==> src/pclp_pkg.sv <==
// Package with the latch map, field positions and timing constants of the configuration latch bank.
package pclp_pkg;
	localparam int WORD_BITS = 24;
	localparam logic [1:0] SEL_CONTROL = 2'h0;
	localparam logic [1:0] SEL_FEEDBACK = 2'h2;
	localparam logic [1:0] SEL_REFERENCE = 2'h1;
	localparam logic [1:0] SEL_TEST = 2'h3;
	localparam logic [23:0] CONTROL_RESET = 24'h000000;
	localparam logic [23:0] FEEDBACK_RESET = 24'h000000;
	localparam logic [23:0] REFERENCE_RESET = 24'h000000;
	localparam int CTL_COUNTER_RESET = 4;
	localparam int CTL_POLARITY = 8;
	localparam int CTL_TRISTATE = 9;
	localparam int CTL_GAIN = 10;
	localparam int CTL_MUTE = 11;
	localparam int CTL_CURRENT_ONE = 14;
	localparam int CTL_CURRENT_TWO = 17;
	localparam int CTL_PD_REQUEST = 20;
	localparam int CTL_PD_SYNC = 21;
	localparam int FB_DIVIDE = 8;
	localparam int FB_GAIN = 21;
	localparam int REF_DIVIDE = 2;
	localparam int REF_ANTIBACKLASH = 16;
	localparam int REF_LOCK_PRECISION = 18;
	localparam int REF_TEST_FLAG = 19;
	localparam int REF_BAND_CLK = 20;
	localparam int LOCK_CYCLES_FINE = 5;
	localparam int LOCK_CYCLES_COARSE = 3;
	localparam int SYNC_PD_EDGES = 2;
	typedef enum logic [2:0] {
		PWR_ON = 3'b001,
		PWR_WAIT = 3'b010,
		PWR_DOWN = 3'b100
	} pclp_power_type;
endpackage

==> src/pclp_latch_bank.sv <==
// Configuration latch bank with serial loader, power-down sequencing and lock detect.
//
// Functional notes
// - Select bits 00 store into control word.
// - Select bits 01 store into reference word.
// - Request with sync clear powers down immediately.
// - Synchronous power-down waits second reference edge.
// - Chip enable low disables device at once.
// - Power-down resets counters, tri-states pump, clears lock.
// - Serial loading continues during power-down.
// - Gain bit selects pump current setting two.
// - Gain flag holds most recent write.
// - Mute keeps outputs off until lock.
// - Tri-state bit puts pump in high impedance.
// - Polarity bit one selects positive detector.
// - Counter reset bit holds dividers in reset.
// - Thirteen-bit feedback divide, three to 8191.
// - Fourteen-bit reference divide, band clock divider.
// - Two bits select antibacklash pulse width.
// - Lock after five or three good cycles.
// - Test flag zero means normal three-word operation.
// - Shift on serial clock, transfer on load.
`timescale 1ns/1ps
`default_nettype none
module pclp_latch_bank (
	// System clock and reset.
	input wire logic clk_sys,
	input wire logic rstn,
	// Three-wire serial link pins.
	input wire logic serial_clk,
	input wire logic serial_data,
	input wire logic load_enable,
	// Chip enable pin.
	input wire logic chip_enable,
	// Reference divider output and phase error indication from the loop.
	input wire logic ref_div_edge_in,
	input wire logic phase_error_small,
	// Decoded controls towards the analog loop.
	output logic powered_down,
	output logic counters_in_reset,
	output logic pump_tristate,
	output logic pump_polarity_positive,
	output logic [2:0] pump_current,
	output logic outputs_enabled,
	output logic ref_buffer_enable,
	output logic lock_detect,
	output logic [12:0] feedback_divide,
	output logic [13:0] reference_divide,
	output logic [1:0] antibacklash_width,
	output logic [1:0] band_clk_divide_select,
	output logic test_latch_active
);

	// ------------------------------------------------------------
	// Reset release and input synchronisers.
	// ------------------------------------------------------------
	// Reset is asserted at once and released only on a clock edge.
	logic [1:0] rst_sync_q;
	logic rst_n;
	always_ff @(posedge clk_sys or negedge rstn) begin
		if (!rstn) begin
			rst_sync_q <= 2'h0;
		end else begin
			rst_sync_q <= {rst_sync_q[0], 1'b1};
		end
	end
	assign rst_n = rst_sync_q[1];

	// Each pin passes two flip-flops; the third stage only feeds edge detection.
	logic [4:0] pin_meta_q;
	logic [4:0] pin_sync_q;
	logic [4:0] pin_last_q;
	wire [4:0] pin_raw = {phase_error_small, ref_div_edge_in, chip_enable, load_enable, serial_clk};
	always_ff @(posedge clk_sys or negedge rst_n) begin
		if (!rst_n) begin
			pin_meta_q <= 5'h0;
			pin_sync_q <= 5'h0;
			pin_last_q <= 5'h0;
		end else begin
			pin_meta_q <= pin_raw;
			pin_sync_q <= pin_meta_q;
			pin_last_q <= pin_sync_q;
		end
	end

	logic data_meta_q;
	logic data_sync_q;
	always_ff @(posedge clk_sys or negedge rst_n) begin
		if (!rst_n) begin
			data_meta_q <= 1'b0;
			data_sync_q <= 1'b0;
		end else begin
			data_meta_q <= serial_data;
			data_sync_q <= data_meta_q;
		end
	end

	wire sclk_rise = pin_sync_q[0] & ~pin_last_q[0];
	wire load_rise = pin_sync_q[1] & ~pin_last_q[1];
	wire ce_level = pin_sync_q[2];
	wire ref_rise = pin_sync_q[3] & ~pin_last_q[3];
	wire phase_ok = pin_sync_q[4];

	// ------------------------------------------------------------
	// Serial input register and latch transfer.
	// ------------------------------------------------------------
	logic [23:0] shift_q;
	logic [23:0] shift_d;
	logic [23:0] control_q;
	logic [23:0] feedback_q;
	logic [23:0] reference_q;
	logic [23:0] test_q;
	logic gain_q;

	// Shifting keeps running in power-down.
	assign shift_d = sclk_rise ? {shift_q[22:0], data_sync_q} : shift_q;
	wire [1:0] word_sel = shift_q[1:0];
	wire wr_control = load_rise && (word_sel == pclp_pkg::SEL_CONTROL);
	wire wr_reference = load_rise && (word_sel == pclp_pkg::SEL_REFERENCE);
	wire wr_feedback = load_rise && (word_sel == pclp_pkg::SEL_FEEDBACK);
	wire wr_test = load_rise && (word_sel == pclp_pkg::SEL_TEST);

	always_ff @(posedge clk_sys or negedge rst_n) begin
		if (!rst_n) begin
			shift_q <= 24'h000000;
		end else begin
			shift_q <= shift_d;
		end
	end

	always_ff @(posedge clk_sys or negedge rst_n) begin
		if (!rst_n) begin
			control_q <= pclp_pkg::CONTROL_RESET;
		end else if (wr_control) begin
			control_q <= shift_q;
		end
	end

	always_ff @(posedge clk_sys or negedge rst_n) begin
		if (!rst_n) begin
			feedback_q <= pclp_pkg::FEEDBACK_RESET;
		end else if (wr_feedback) begin
			feedback_q <= shift_q;
		end
	end

	always_ff @(posedge clk_sys or negedge rst_n) begin
		if (!rst_n) begin
			reference_q <= pclp_pkg::REFERENCE_RESET;
		end else if (wr_reference) begin
			reference_q <= shift_q;
		end
	end

	// The test word is kept but acts only while the test flag is also set.
	always_ff @(posedge clk_sys or negedge rst_n) begin
		if (!rst_n) begin
			test_q <= 24'h000000;
		end else if (wr_test) begin
			test_q <= shift_q;
		end
	end

	// The gain flag follows whichever word carried it last.
	always_ff @(posedge clk_sys or negedge rst_n) begin
		if (!rst_n) begin
			gain_q <= 1'b0;
		end else if (wr_control) begin
			gain_q <= shift_q[pclp_pkg::CTL_GAIN];
		end else if (wr_feedback) begin
			gain_q <= shift_q[pclp_pkg::FB_GAIN];
		end
	end

	// ------------------------------------------------------------
	// Power-down sequencing.
	// ------------------------------------------------------------
	pclp_pkg::pclp_power_type pwr_q;
	pclp_pkg::pclp_power_type pwr_d;
	logic [1:0] ref_edges_q;
	logic [1:0] ref_edges_d;
	wire pd_request = control_q[pclp_pkg::CTL_PD_REQUEST];
	wire pd_sync = control_q[pclp_pkg::CTL_PD_SYNC];
	wire sync_done = ref_rise && (ref_edges_q == 2'(pclp_pkg::SYNC_PD_EDGES - 1));

	always_comb begin
		pwr_d = pwr_q;
		ref_edges_d = ref_edges_q;
		unique case (pwr_q)
			pclp_pkg::PWR_ON: begin
				ref_edges_d = 2'h0;
				if (pd_request && !pd_sync) begin
					pwr_d = pclp_pkg::PWR_DOWN;
				end else if (pd_request && pd_sync) begin
					pwr_d = pclp_pkg::PWR_WAIT;
				end
			end
			// Reference edges are counted only while waiting for the synchronous entry.
			pclp_pkg::PWR_WAIT: begin
				if (!pd_request) begin
					pwr_d = pclp_pkg::PWR_ON;
				end else if (!pd_sync) begin
					pwr_d = pclp_pkg::PWR_DOWN;
				end else if (sync_done) begin
					pwr_d = pclp_pkg::PWR_DOWN;
				end else if (ref_rise) begin
					ref_edges_d = ref_edges_q + 2'h1;
				end
			end
			pclp_pkg::PWR_DOWN: begin
				ref_edges_d = 2'h0;
				if (!pd_request) begin
					pwr_d = pclp_pkg::PWR_ON;
				end
			end
			default: begin
				pwr_d = pclp_pkg::PWR_DOWN;
			end
		endcase
	end

	always_ff @(posedge clk_sys or negedge rst_n) begin
		if (!rst_n) begin
			pwr_q <= pclp_pkg::PWR_ON;
			ref_edges_q <= 2'h0;
		end else begin
			pwr_q <= pwr_d;
			ref_edges_q <= ref_edges_d;
		end
	end

	// Chip enable low overrides the programmed mode.
	wire down_now = (pwr_q == pclp_pkg::PWR_DOWN) || !ce_level;

	// ------------------------------------------------------------
	// Lock detect.
	// ------------------------------------------------------------
	logic [2:0] good_q;
	logic [2:0] good_d;
	wire [2:0] lock_need = reference_q[pclp_pkg::REF_LOCK_PRECISION] ?
		3'(pclp_pkg::LOCK_CYCLES_FINE) : 3'(pclp_pkg::LOCK_CYCLES_COARSE);
	wire counters_hold = down_now || control_q[pclp_pkg::CTL_COUNTER_RESET];

	// The count stops at its target so a change of precision cannot wrap it.
	always_comb begin
		good_d = good_q;
		if (counters_hold) begin
			good_d = 3'h0;
		end else if (ref_rise) begin
			if (!phase_ok) begin
				good_d = 3'h0;
			end else if (good_q < lock_need) begin
				good_d = good_q + 3'h1;
			end
		end
	end

	always_ff @(posedge clk_sys or negedge rst_n) begin
		if (!rst_n) begin
			good_q <= 3'h0;
		end else begin
			good_q <= good_d;
		end
	end

	// ------------------------------------------------------------
	// Next values of the decoded controls.
	// ------------------------------------------------------------
	wire [2:0] cur_one = control_q[pclp_pkg::CTL_CURRENT_ONE +: 3];
	wire [2:0] cur_two = control_q[pclp_pkg::CTL_CURRENT_TWO +: 3];
	wire mute_on = control_q[pclp_pkg::CTL_MUTE];
	// Lock and output enable share the counter's next value so they move together while mute is set.
	wire next_lock = good_d >= lock_need;
	wire lock_detect_d = next_lock && !counters_hold;
	wire outputs_enabled_d = !down_now && (!mute_on || next_lock);
	wire pump_tristate_d = down_now || control_q[pclp_pkg::CTL_TRISTATE];
	wire pump_polarity_d = control_q[pclp_pkg::CTL_POLARITY];
	wire [2:0] pump_current_d = gain_q ? cur_two : cur_one;
	wire [12:0] feedback_divide_d = feedback_q[pclp_pkg::FB_DIVIDE +: 13];
	wire [13:0] reference_divide_d = reference_q[pclp_pkg::REF_DIVIDE +: 14];
	wire [1:0] antibacklash_d = reference_q[pclp_pkg::REF_ANTIBACKLASH +: 2];
	wire [1:0] band_select_d = reference_q[pclp_pkg::REF_BAND_CLK +: 2];
	wire test_active_d = reference_q[pclp_pkg::REF_TEST_FLAG] && (test_q != 24'h000000);

	// ------------------------------------------------------------
	// Power and lock outputs.
	// ------------------------------------------------------------
	always_ff @(posedge clk_sys or negedge rst_n) begin
		if (!rst_n) begin
			powered_down <= 1'b1;
			counters_in_reset <= 1'b1;
			outputs_enabled <= 1'b0;
			ref_buffer_enable <= 1'b0;
			lock_detect <= 1'b0;
		end else begin
			powered_down <= down_now;
			counters_in_reset <= counters_hold;
			outputs_enabled <= outputs_enabled_d;
			ref_buffer_enable <= !down_now;
			lock_detect <= lock_detect_d;
		end
	end

	// ------------------------------------------------------------
	// Charge pump outputs.
	// ------------------------------------------------------------
	always_ff @(posedge clk_sys or negedge rst_n) begin
		if (!rst_n) begin
			pump_tristate <= 1'b1;
			pump_polarity_positive <= 1'b0;
			pump_current <= 3'h0;
		end else begin
			pump_tristate <= pump_tristate_d;
			pump_polarity_positive <= pump_polarity_d;
			pump_current <= pump_current_d;
		end
	end

	// ------------------------------------------------------------
	// Divider, antibacklash and test outputs.
	// ------------------------------------------------------------
	always_ff @(posedge clk_sys or negedge rst_n) begin
		if (!rst_n) begin
			feedback_divide <= 13'h0000;
			reference_divide <= 14'h0000;
			antibacklash_width <= 2'h0;
			band_clk_divide_select <= 2'h0;
			test_latch_active <= 1'b0;
		end else begin
			feedback_divide <= feedback_divide_d;
			reference_divide <= reference_divide_d;
			antibacklash_width <= antibacklash_d;
			band_clk_divide_select <= band_select_d;
			test_latch_active <= test_active_d;
		end
	end

endmodule
`default_nettype wire

==> config.mk <==
export PLATFORM = sky130hd
export DESIGN_NAME = pclp_latch_bank
export DESIGN_NICKNAME = d
export VERILOG_FILES = /design/src/pclp_pkg.sv /design/src/pclp_latch_bank.sv
export SDC_FILE = /design/constraint.sdc
export NUM_CORES = 1
export LEC_CHECK = 0
export BUFFER_PORTS_ARGS = -buffer_cell sky130_fd_sc_hd__buf_2
export CAP_MARGIN = 20
export CORE_MARGIN = 4
export CORE_UTILIZATION = 58
export DETAILED_ROUTE_END_ITERATION = 16
export PLACE_DENSITY = 0.79
export RECOVER_POWER = 100
export SYNTH_ARGS = -nofsm -noshare
export SYNTH_HDL_FRONTEND = slang
export SYNTH_SLANG_ARGS = --single-unit
==> constraint.sdc <==
create_clock -name clk_sys -period 5.75 [get_ports clk_sys]
set_input_delay 0.575 -clock clk_sys [delete_from_list [all_inputs] [get_ports clk_sys]]
set_output_delay 0.575 -clock clk_sys [all_outputs]
set_load 0.02 [all_outputs]
==> results by group, run 1 <==
Logic synthesis
  • Synthesized net count: 362
  • Synth unique cells: between 40 and 50
  • Synth Flop Type: dfrtp_1
  • Asr flop ratio synth: between 90% and 100%
  • Mapped Area: approximately 5700 sq um
  • Cells after Synth: around 350
  • Register bit count reported by yosys: 161
  • Sequential area share after synthesis: about 71%
  • Syn. warnings: 0
  • Avg Inst Size Synth: 16.34 sq um
  • Post-synth EDFFs: 0

Clock network
  • H-tree levels: 4
  • Clock-pin slew on the worst setup and hold paths: 0.07 ns
  • Clock Latency Late Sink: 0.52 ns
  • Post-cts sizing count: 0
  • CTS sink count: 161
  • Setup Fix Bufs, Post-CTS: 0
  • CTS Buf Count: 17
  • Root Driver: clkbuf_8
  • CTS tree: yes
  • Bufs on Longest Clock Path: 2

Timing
  • Final worst setup slack: 3.302 ns
  • Sum of negative setup slack: 0 ns
  • Fin. Hold Viols: 0
  • Setup Skew: 0.008284 ns
  • Part of the cycle the worst path needs: 42.57%
  • Worst-Margin Slew: 1.814 ns
  • RSZ-0062 raised after global routing: no
  • Fmax: 408.6 MHz
  • Final setup vio count: 0
  • Max Slew Vio Count: 49
  • Relative max-transition margin: -20.91%
  • Final Critical Period: around 2.4 ns

Cells and area
  • Fillcell total: 674
  • Multi-input logic area: approximately 1600 sq um
  • Fin area: 6598 sq um
  • Final core utilization: 70.40%
  • Sequential cell area: 4034 sq um
  • N_diodes: 0
  • Commonest cells after routing, fill and taps aside: 157 x dfrtp_1, 88 x mux2_2, 47 x clkbuf_1
  • Share of cells above drive strength 1: 31.44%
  • P&R area growth vs syn: 16.04%
  • Most common library cell in the layout ignoring fill and taps: dfrtp_1
  • Final Net Count: between 400 and 500

Drt
  • Number of vias per cell: 5.324
  • Drt pass-1 iters: 4
  • Residual DRC: 0
  • Post-DRT Antenna Nets: 0
  • 1st-iter DRT viols: 132
  • Via count: 2939
  • WL/cell: around 17 um
  • Final WL: 9539 um

Critical path
  • Reg2Reg Setup Slack: 3.30 ns
  • Worst setup path start: reference_q[18]
  • Worst Path Required: 6.20 ns
  • Setup crit end kind: flop
  • Crit-path max cell delay: 0.41 ns
  • Worst EP arrival: 2.89 ns
  • Crit path kind: reg -> reg
  • Startpoint Class: flop
  • Worst-path maximum fanout: 4
  • Critical R2R Launch: reference_q[18]
  • Reg2reg end: outputs_enabled
  • Top cell by count, worst path: ha_1
  • Crit-path slowest cell: nor3b_1
  • Cell family with most CP delay: compound AO/OA/AOI/OAI gates
  • Reg2Reg Depth: 10
  • Critical path buffer and inverter count: 1
  • Crit path cell chain: inv_1 > ha_1 > nor3b_1 > o21ai_0 > mux2i_1 > nor2_1 > ha_1 > nand2_1 > o41a_1 > a21oi_1

Power
  • VDD IR-drop max: 0.3720 mV
  • P_leak: 3.174 nW
  • Internal power: 2.230 mW
  • Power share of the sequential group: a little over 50%
  • Switching power: just over 800 uW
  • Clock network fraction of total power: 36.4%
  • Comb power frac: a little over an eighth
  • Pwr/cell area: 463.6 nW/um^2
  • Net Sw Frac: approximately 27%

Global route
  • Most crowded layer after global routing: met2
  • Routing usage on met2: 30.49%
  • Largest net degree at the start of global routing: just over 60
  • Initial antenna violation count: 0
  • Met1 Track Usage GR: between 20% and 30%
  • Grt met3 use: around 5.0%
  • Number of global-route vias before repair: 3239
  • Grt total ovfl: 0
  • First-pass GRT wire length: 16320 um
  • GR Util All Layers: between 10% and 20%

Floorplan
  • Initial Utilization: roughly three fifths
  • Row count: 35
  • I/O pins: 50
  • Die H: between 100 and 150 um
  • Core area: about 9400 sq um
  • Die area: roughly 11000 sq um
  • Die width: 107.0 um

Place
  • Post-place setup slack: ~3.3 ns
  • Post-placement cell area: 6061 sq um
  • Port bufs: 49
  • Gpl congestion: ~0.75
  • Detailed placement HPWL: 5999 um

Status
  • Failing checks: max-capacitance violations, max-slew violations
  • Status: finished with violations

Hold path
  • Hold depth: 1
  • HP Start: chip_enable
  • Worst Hold Class: in -> reg
  • Hold worst-path end: pin_meta_q[2]

Run
  • Max-Cap Viols: 1
Yosys cell counts (2+ instances only):
library cell | count | share of area [%]
a21oi_1 | 5 | 0.44
a22o_1 | 2 | 0.31
and3_1 | 2 | 0.22
buf_2 | 9 | 0.79
dfrtp_1 | 157 | 69
dfstp_2 | 4 | 1.8
ha_1 | 6 | 1.3
inv_1 | 6 | 0.40
mux2_2 | 91 | 18
mux2i_1 | 4 | 0.70
nand2_1 | 9 | 0.59
nand2b_1 | 3 | 0.33
nor2_1 | 8 | 0.53
nor2b_1 | 2 | 0.22
nor3_1 | 2 | 0.18
nor4_1 | 6 | 0.66
o21ai_0 | 6 | 0.53
xor2_1 | 2 | 0.31
routing by layer:
metal | part of all wire [%] | wire (um)
met4 | 1.5 | 147
met2 | 52 | 4990
met5 | 0 | 0
met3 | 3.3 | 314
met1 | 43 | 4087
sequential cells by signal, summed over array words and instances, names as in the netlist, 2 cells and up:
name,count
rst_sync_q,2
shift_q,24
antibacklash_width,2
control_q,12
test_q,24
good_q,3
pump_current,3
reference_q,20
band_clk_divide_select,2
feedback_divide,13
ref_edges_q,2
pin_last_q,3
reference_divide,14
pwr_q,3
feedback_q,13
pin_sync_q,5
pin_meta_q,5
power groups by stage:
stage / clock [mW] / sequential (mW) / combinational [mW]
final: 1.11 / 1.54 / 0.402
after global routing: 1.19 / 1.58 / 0.440
after CTS: 1.14 / 1.54 / 0.430
after detailed placement: 0 / 1.56 / 0.422
after global placement: 0 / 1.55 / 0.404
after floorplan: 0 / 1.59 / 0.219
worst register-to-register path, delay by kind of cell, from the launching register on:
kind	cells	cell delay, ns
buffers and inverters	1	0.09
AOI/OAI and AO/OA	3	0.68
DFF	1	0.38
adders and majority gates	2	0.47
and+or+nand+nor	3	0.54
muxes	1	0.23
metrics by stage:
step	total power [mW]	hold slack, ns	cells
after floorplan	1.813	0.2794	348
after global placement	1.952	0.3318	518
after detailed placement	1.982	0.3355	518
after CTS	3.112	0.1353	551
after global routing	3.202	0.1310	552
final	3.059	0.1591	552
logic make-up (layout without fill, tap and decap cells):
group	Yosys count	after routing	share of synthesized area, %
AND/OR/NAND/NOR	44	44	4.490
multiplexers	95	95	18.73
other	1	1	0.06596
buffers and inverters	18	93	1.584
AO/OA/AOI/OAI	20	20	2.399
adder cells (fa/ha/maj)	6	6	1.320
XOR/XNOR	3	3	0.4622
flip-flops	161	161	70.95
timing repair:
item,in CTS,in global routing
endpoints found under the setup margin,0,0
hold buffers,1,0
hold endpoints to repair,2,0
how the worst max path moves through the flow:
stage / to / cells past startpoint
floorplan: antibacklash_width[0] / 0
global placement: outputs_enabled / 10
detailed placement: outputs_enabled / 10
CTS: outputs_enabled / 10
global route: shift_q[19] / 1
finish: outputs_enabled / 10
area by class of cell:
type	instances	share of cell area, %
tap	129	2.446
multi-input combinational	169	23.57
clock inverter	14	2.712
sequential	161	61.14
timing repair buffer	55	3.452
inverter	6	0.3414
clock buffer	18	6.334
(Power assumes the default switching activity.)
==> run 2, diff against run 1 <==
==> constraint.sdc (replaced) <==
create_clock -name clk_sys -period 2.34 [get_ports clk_sys]
set_input_delay 0.234 -clock clk_sys [delete_from_list [all_inputs] [get_ports clk_sys]]
set_output_delay 0.234 -clock clk_sys [all_outputs]
set_load 0.02 [all_outputs]
==> run 2 against run 1 <==
The run now ends clean. Maximum frequency is 10% higher. Clock-buffer cell count is the same. Via count grew 2.5%. Clock skew shrank 0.0026 ns. Wire length rose by 3.8%. Die area did not move. Worst hold slack improved by 0.19 ns. Sequential share of layout area decreased by 0.96 points. Sequential power is 150% higher. Final cell count up 2.0%. Global-route usage grew 0.90 points. Largest power group unchanged.
==> results by group, run 2 (same netlist as run 1, synthesis figures left out) <==
Hold path
  • Worst Hold Class: reg -> reg

Drt
  • WL/cell: 17.58 um (+1.8%)
  • Final WL: 9900 um (+3.8%)
  • Via count: 3013 (+2.5%)
  • 1st-iter DRT viols: 117 (-11%)
  • Post-DRT Antenna Nets: 0 (unchanged)
  • Drt pass-1 iters: 6 (+2)
  • Residual DRC: 0 (unchanged)
  • Number of vias per cell: 5.352 (+0.51%)

Clock network
  • Clock Latency Late Sink: 0.51 ns (about the same)
  • CTS Buf Count: 17 (unchanged)
  • Bufs on Longest Clock Path: 2 (unchanged)
  • Clock-pin slew on the worst setup and hold paths: 0.06 ns (about the same)
  • H-tree levels: 4 (unchanged)
  • Setup Fix Bufs, Post-CTS: 0 (unchanged)
  • CTS tree: yes
  • CTS sink count: 161 (unchanged)
  • Root Driver: clkbuf_8

Floorplan
  • Row count: 35 (unchanged)
  • Die area: 11450 sq um (unchanged)
  • Die H: 107.0 um (unchanged)
  • Die width: 107.0 um (unchanged)
  • Initial Utilization: 60.67% (unchanged)
  • Core area: 9371 sq um (unchanged)
  • I/O pins: 50 (unchanged)

Power
  • Power Total: 7.448 mW (+140%)
  • Pwr/cell area: 1111 nW/um^2 (+140%)
  • VDD IR-drop max: 0.7388 mV (+99%)
  • P_leak: 3.211 nW (+1.2%)
  • Internal power: 5.386 mW (+140%)
  • Clock network fraction of total power: 35.6% (-0.8 points)
  • Comb power frac: 13.4% (+0.3 points)
  • Power share of the sequential group: 50.9% (+0.5 points)
  • Net Sw Frac: 27.69% (+0.58 points)
  • Switching power: 2.062 mW (+150%)

Global route
  • Largest net degree at the start of global routing: 64 (+3.2%)
  • Number of global-route vias before repair: 3372 (+4.1%)
  • Initial antenna violation count: 0 (unchanged)
  • GR Util All Layers: 19.66% (+0.90 points)
  • Grt total ovfl: 0 (unchanged)
  • First-pass GRT wire length: 17240 um (+5.7%)

Cells and area
  • Share of cells above drive strength 1: 33.64% (+2.2 points)
  • Top flop regs: shift_q: 24 flops, test_q: 24 flops, reference_q: 20 flops
  • Most common library cell in the layout ignoring fill and taps: dfrtp_1
  • Post-Layout Cell Count: 563 (+2.0%)
  • Final Net Count: 435 (+2.6%)
  • Fin area: 6703 sq um (+1.6%)
  • N_diodes: 0 (unchanged)
  • Commonest cells after routing, fill and taps aside: 157 x dfrtp_1, 91 x mux2_2, 46 x clkbuf_1
  • Fillcell total: 646 (-4.2%)
  • P&R area growth vs syn: 17.89%

Place
  • Placed cells: 523 (+0.97%)
  • Post-placement cell area: 6111 sq um (+0.83%)
  • Detailed placement HPWL: 5895 um (-1.7%)
  • Port bufs: 49 (unchanged)
  • Gpl congestion: 0.7534 (+0.51%)

Critical path
  • Worst Path Required: 2.78 ns (-3.42 ns)
  • Setup crit end kind: flop
  • Startpoint Class: flop
  • Worst EP arrival: 2.66 ns (-0.23 ns)
  • Worst-path maximum fanout: 4 (unchanged)
  • Crit path kind: reg -> reg

Timing
  • Relative max-transition margin: 4.074% (+25 points)
  • Sum of negative setup slack: 0 ns (unchanged)
  • Max Slew Vio Count: 0 (-100%)
  • Setup Skew: 0.005676 ns (-0.002608 ns)
  • Fin. Hold Viols: 0 (unchanged)
  • Worst-Margin Slew: 1.439 ns (-0.3747 ns)
  • Final Critical Period: 2.223 ns (-0.2250 ns)
  • Final setup vio count: 0 (unchanged)
  • Fmax: 449.9 MHz (+10%)
  • Part of the cycle the worst path needs: 94.98% (+52 points)
  • RSZ-0062 raised after global routing: no

Status
  • Status: finished clean

Run
  • Max-Cap Viols: 0 (-1)
[run 2: changes by cell type in the layout (fill, tap and decap cells not counted), moves of 2 or more]
| cell | change |
|---|---|
| dlygate4sd3_1 | +7 |
| mux2_1 | -3 |
| mux2_2 | +3 |
| buf_2 | +2 |
| clkbuf_2 | +2 |
[run 2: critical path, stage by stage, from the launching register on]
cell	delay, ns
dfrtp_1	0.39
inv_2	0.08
ha_4	0.17
nor3b_4	0.26
o211ai_1	0.14
xor2_1	0.20
nor2_2	0.07
ha_1	0.31
nand2_1	0.06
o41a_1	0.33
a21oi_1	0.13
[run 2: layout make-up]
cell class,instances,area (sq um),share of cell area [%]
clock inverter,14,156.4,2.333
clock buffer,18,417.9,6.235
timing repair buffer,66,325.3,4.853
multi-input combinational,169,1585,23.65
sequential,161,4034,60.18
inverter,6,22.52,0.3360
tap,129,161.4,2.408
[run 2: power by group through the flow]
stage	logic (mW)	registers, mW	clock network [mW]
finish	1.00	3.79	2.66
global route	1.09	3.88	2.86
CTS	1.07	3.80	2.71
detailed placement	1.04	3.83	0
global placement	1.00	3.81	0
floorplan	0.537	3.92	0
[run 2: stage by stage]
stage,utilization (%),hold slack (ns),worst slack (ns)
2_1_floorplan,-,-0.06159,0.2624
3_3_place_gp,65.21,0.01944,0.1641
3_5_place_dp,65.21,0.02034,-0.0007185
4_1_cts,72.24,0.3165,0.08646
5_1_grt,71.52,0.3551,0.004670
6_report,71.52,0.3482,0.1174
[run 2: layer usage]
metal	GRT usage [%]	routed length, um	up-vias	share of wire (%)
li1	-	-	1366	-
met1	26.76	4315	1574	44
met2	31.16	5058	60	51
met3	5.479	404	13	4.1
met4	6.119	122	0	1.2
met5	0	0	-	0
[run 2: path summary, 6_finish.rpt]
kind	slack, ns	startpoint	end	cells after the start
max in group asynchronous	0.45	rst_sync_q[1]	reference_q[7]	1
setup reg to reg	0.12	reference_q[18]	outputs_enabled	10
setup / recovery	0.12	reference_q[18]	outputs_enabled	10
hold / removal	0.35	pin_meta_q[3]	pin_sync_q[3]	0
hold reg to reg	0.35	pin_meta_q[3]	pin_sync_q[3]	0
min in group asynchronous	0.58	rstn	rst_sync_q[0]	3
[run 2: what timing repair did]
action | in CTS | in global routing
gates resized for setup | 1 | 7
endpoints found under the setup margin | 1 | 2
hold buffers | 8 | 0
endpoints found under the hold margin | 8 | 0
cloned | 0 | 0
pin swaps | 0 | 5
==> run 3, diff against run 2 <==
--- a/config.mk
+++ b/config.mk
@@ -12,6 +12,7 @@
 export DETAILED_ROUTE_END_ITERATION = 16
 export PLACE_DENSITY = 0.79
 export RECOVER_POWER = 100
+export REMOVE_ABC_BUFFERS = 1
 export SYNTH_ARGS = -nofsm -noshare
 export SYNTH_HDL_FRONTEND = slang
 export SYNTH_SLANG_ARGS = --single-unit
==> run 3 against run 2 <==
The flow now finishes with violations (max-capacitance violations, max-slew violations). Clock-buffer cell count increased by 2. Final area rose by 0.22%. Critical path depth did not move. Worst hold slack got worse by 0.00099 ns. Critical endpoint is now lock_detect. Sequential power about the same. Register-to-register slack worse by 0.04 ns. First-iteration DRC count decreased by 6.8%. Flip-flop and latch count unchanged. Largest power group unchanged.
==> results by group, run 3 (same netlist as run 1, synthesis figures left out) <==
Drt
  • WL/cell: 17.40 um (-1.0%)
  • Residual DRC: 0 (unchanged)
  • 1st-iter DRT viols: 109 (-6.8%)
  • Number of vias per cell: 5.381 (+0.54%)
  • Drt pass-1 iters: 5 (-1)
  • Via count: 3040 (+0.90%)
  • Post-DRT Antenna Nets: 0 (unchanged)
  • Final WL: 9832 um (-0.69%)

Clock network
  • Clock Latency Late Sink: 0.52 ns (about the same)
  • Bufs on Longest Clock Path: 2 (unchanged)
  • Root Driver: clkbuf_8
  • Clock-pin slew on the worst setup and hold paths: 0.06 ns (about the same)
  • CTS tree: yes
  • CTS sink count: 161 (unchanged)
  • CTS Buf Count: 17 (unchanged)
  • H-tree levels: 4 (unchanged)

Floorplan
  • Row count: 35 (unchanged)
  • I/O pins: 50 (unchanged)
  • Die area: 11450 sq um (unchanged)
  • Core area: 9371 sq um (unchanged)
  • Die H: 107.0 um (unchanged)
  • Initial Utilization: 60.67% (unchanged)
  • Die width: 107.0 um (unchanged)

Critical path
  • Crit path kind: reg -> reg
  • Reg2Reg Depth: 10 (unchanged)
  • Worst Path Required: 2.78 ns (about the same)
  • Top cell by count, worst path: ha_4
  • Crit path cell chain: inv_2 > ha_4 > nor3b_4 > o211ai_1 > xor2_1 > nor2_2 > ha_4 > nand2_2 > o41a_1 > nor2_1
  • Worst-path maximum fanout: 3 (-1)
  • Critical R2R Launch: reference_q[18]
  • Crit-path slowest cell: dfrtp_1
  • Startpoint Class: flop
  • Reg2Reg Setup Slack: 0.08 ns (-0.04 ns)
  • Worst EP arrival: 2.70 ns (+0.04 ns)
  • Crit-path max cell delay: 0.45 ns (+0.06 ns)
  • Reg2reg end: lock_detect
  • Setup crit end kind: flop

Cells and area
  • Top flop regs: shift_q: 24 flops, test_q: 24 flops, reference_q: 20 flops
  • N_diodes: 0 (unchanged)
  • Final core utilization: 71.68% (+0.16 points)
  • Post-Layout Cell Count: 565 (+0.36%)
  • P&R area growth vs syn: 18.16%
  • Most common library cell in the layout ignoring fill and taps: dfrtp_1
  • Share of cells above drive strength 1: 34.86% (+1.2 points)
  • Fillcell total: 616 (-4.6%)
  • Final Net Count: 437 (+0.46%)
  • Commonest cells after routing, fill and taps aside: 156 x dfrtp_1, 89 x mux2_2, 45 x clkbuf_1
  • Fin area: 6718 sq um (+0.22%)

Status
  • Status: finished with violations
  • Failing checks: max-capacitance violations, max-slew violations

Run
  • Max-Cap Viols: 1 (+1)

Power
  • P_leak: 3.211 nW (about the same)
  • VDD IR-drop max: 0.6890 mV (-6.7%)
  • Pwr/cell area: 1088 nW/um^2 (-2.1%)

Hold path
  • Hold depth: 0 (unchanged)
  • Hold worst-path end: pin_sync_q[4]
  • HP Start: pin_meta_q[4]
  • Worst Hold Class: reg -> reg

Place
  • Port bufs: 49 (unchanged)
  • Placed cells: 522 (-0.19%)
  • Detailed placement HPWL: 5749 um (-2.5%)
  • Gpl congestion: 0.7592 (+0.77%)
  • Post-placement cell area: 6128 sq um (+0.29%)

Timing
  • Relative max-transition margin: -12.65% (-17 points)
  • Setup Skew: 0.005543 ns (-0.0001328 ns)
  • Part of the cycle the worst path needs: 96.61% (+1.6 points)
  • Worst-Margin Slew: 1.690 ns (+0.2508 ns)
  • Fin. Hold Viols: 0 (unchanged)
  • Final setup vio count: 0 (unchanged)
  • Final Critical Period: 2.261 ns (+0.03820 ns)
  • Max Slew Vio Count: 74 (+74)
  • Fmax: 442.3 MHz (-1.7%)

Global route
  • GR Util All Layers: 19.02% (-0.63 points)
  • Grt total ovfl: 0 (unchanged)
  • Largest net degree at the start of global routing: 87 (+36%)
  • First-pass GRT wire length: 16530 um (-4.2%)
  • Number of global-route vias before repair: 3286 (-2.6%)
  • Initial antenna violation count: 0 (unchanged)
[run 3: layer usage]
layer / share of wire [%] / up-vias / global-route usage, %
li1: - / 1378 / -
met1: 42 / 1574 / 23.82
met2: 53 / 78 / 31.88
met3: 4.0 / 10 / 5.479
met4: 1.1 / 0 / 6.667
met5: 0 / - / 0
[run 3: final cells by class]
| class | instances | area (sq um) | share of cell area (%) |
|---|---|---|---|
| sequential | 161 | 4038 | 60.10 |
| clock inverter | 12 | 98.84 | 1.471 |
| timing repair buffer | 68 | 335.3 | 4.992 |
| clock buffer | 20 | 445.4 | 6.631 |
| tap | 129 | 161.4 | 2.403 |
| inverter | 6 | 22.52 | 0.3353 |
| multi-input combinational | 169 | 1617 | 24.06 |
[run 3: power by group]
group / total, mW / internal, mW / switching, mW / leakage (nW)
logic: 1.01 / 0.473 / 0.541 / 0.846
clock network: 2.52 / 1.39 / 1.13 / 0.263
registers: 3.78 / 3.38 / 0.400 / 2.10
total: 7.31 / 5.24 / 2.07 / 3.21
[run 3: worst max-delay path by stage]
stage / startpoint / end / cells after the start
after detailed placement: reference_q[18] / outputs_enabled / 10
after global routing: reference_q[18] / outputs_enabled / 10
after CTS: reference_q[18] / outputs_enabled / 10
final: reference_q[18] / lock_detect / 10
after global placement: reference_q[18] / outputs_enabled / 10
after floorplan: rst_sync_q[1] / antibacklash_width[0] / 0
[run 3: timing repair]
item,CTS,global route
hold buffers,8,0
endpoints found under the setup margin,2,2
pin swaps,0,5
hold endpoints to repair,8,0
buffers inserted,0,3
gates resized for setup,1,10
[run 3: per-stage QoR]
stage                     hold WS [ns]  power (mW)  worst slack, ns  TNS (ns)
final                           0.3472       7.308          0.07924         0
after detailed placement       0.02085       4.878         -0.03205  -0.03205
after global routing            0.3387       7.674         -0.03669  -0.06715
after CTS                       0.3220       7.429         0.007892         0
after global placement         0.02009       4.804           0.1636         0
after floorplan               -0.06159       4.443           -2.471   -387.92
[run 3: critical path, delay by kind of cell, from the launching register on]
family	cells	cell delay, ns
compound gates	2	0.49
xor+xnor	1	0.23
fa+ha+maj	2	0.46
buf+inv	1	0.08
flops	1	0.45
simple gates	4	0.47
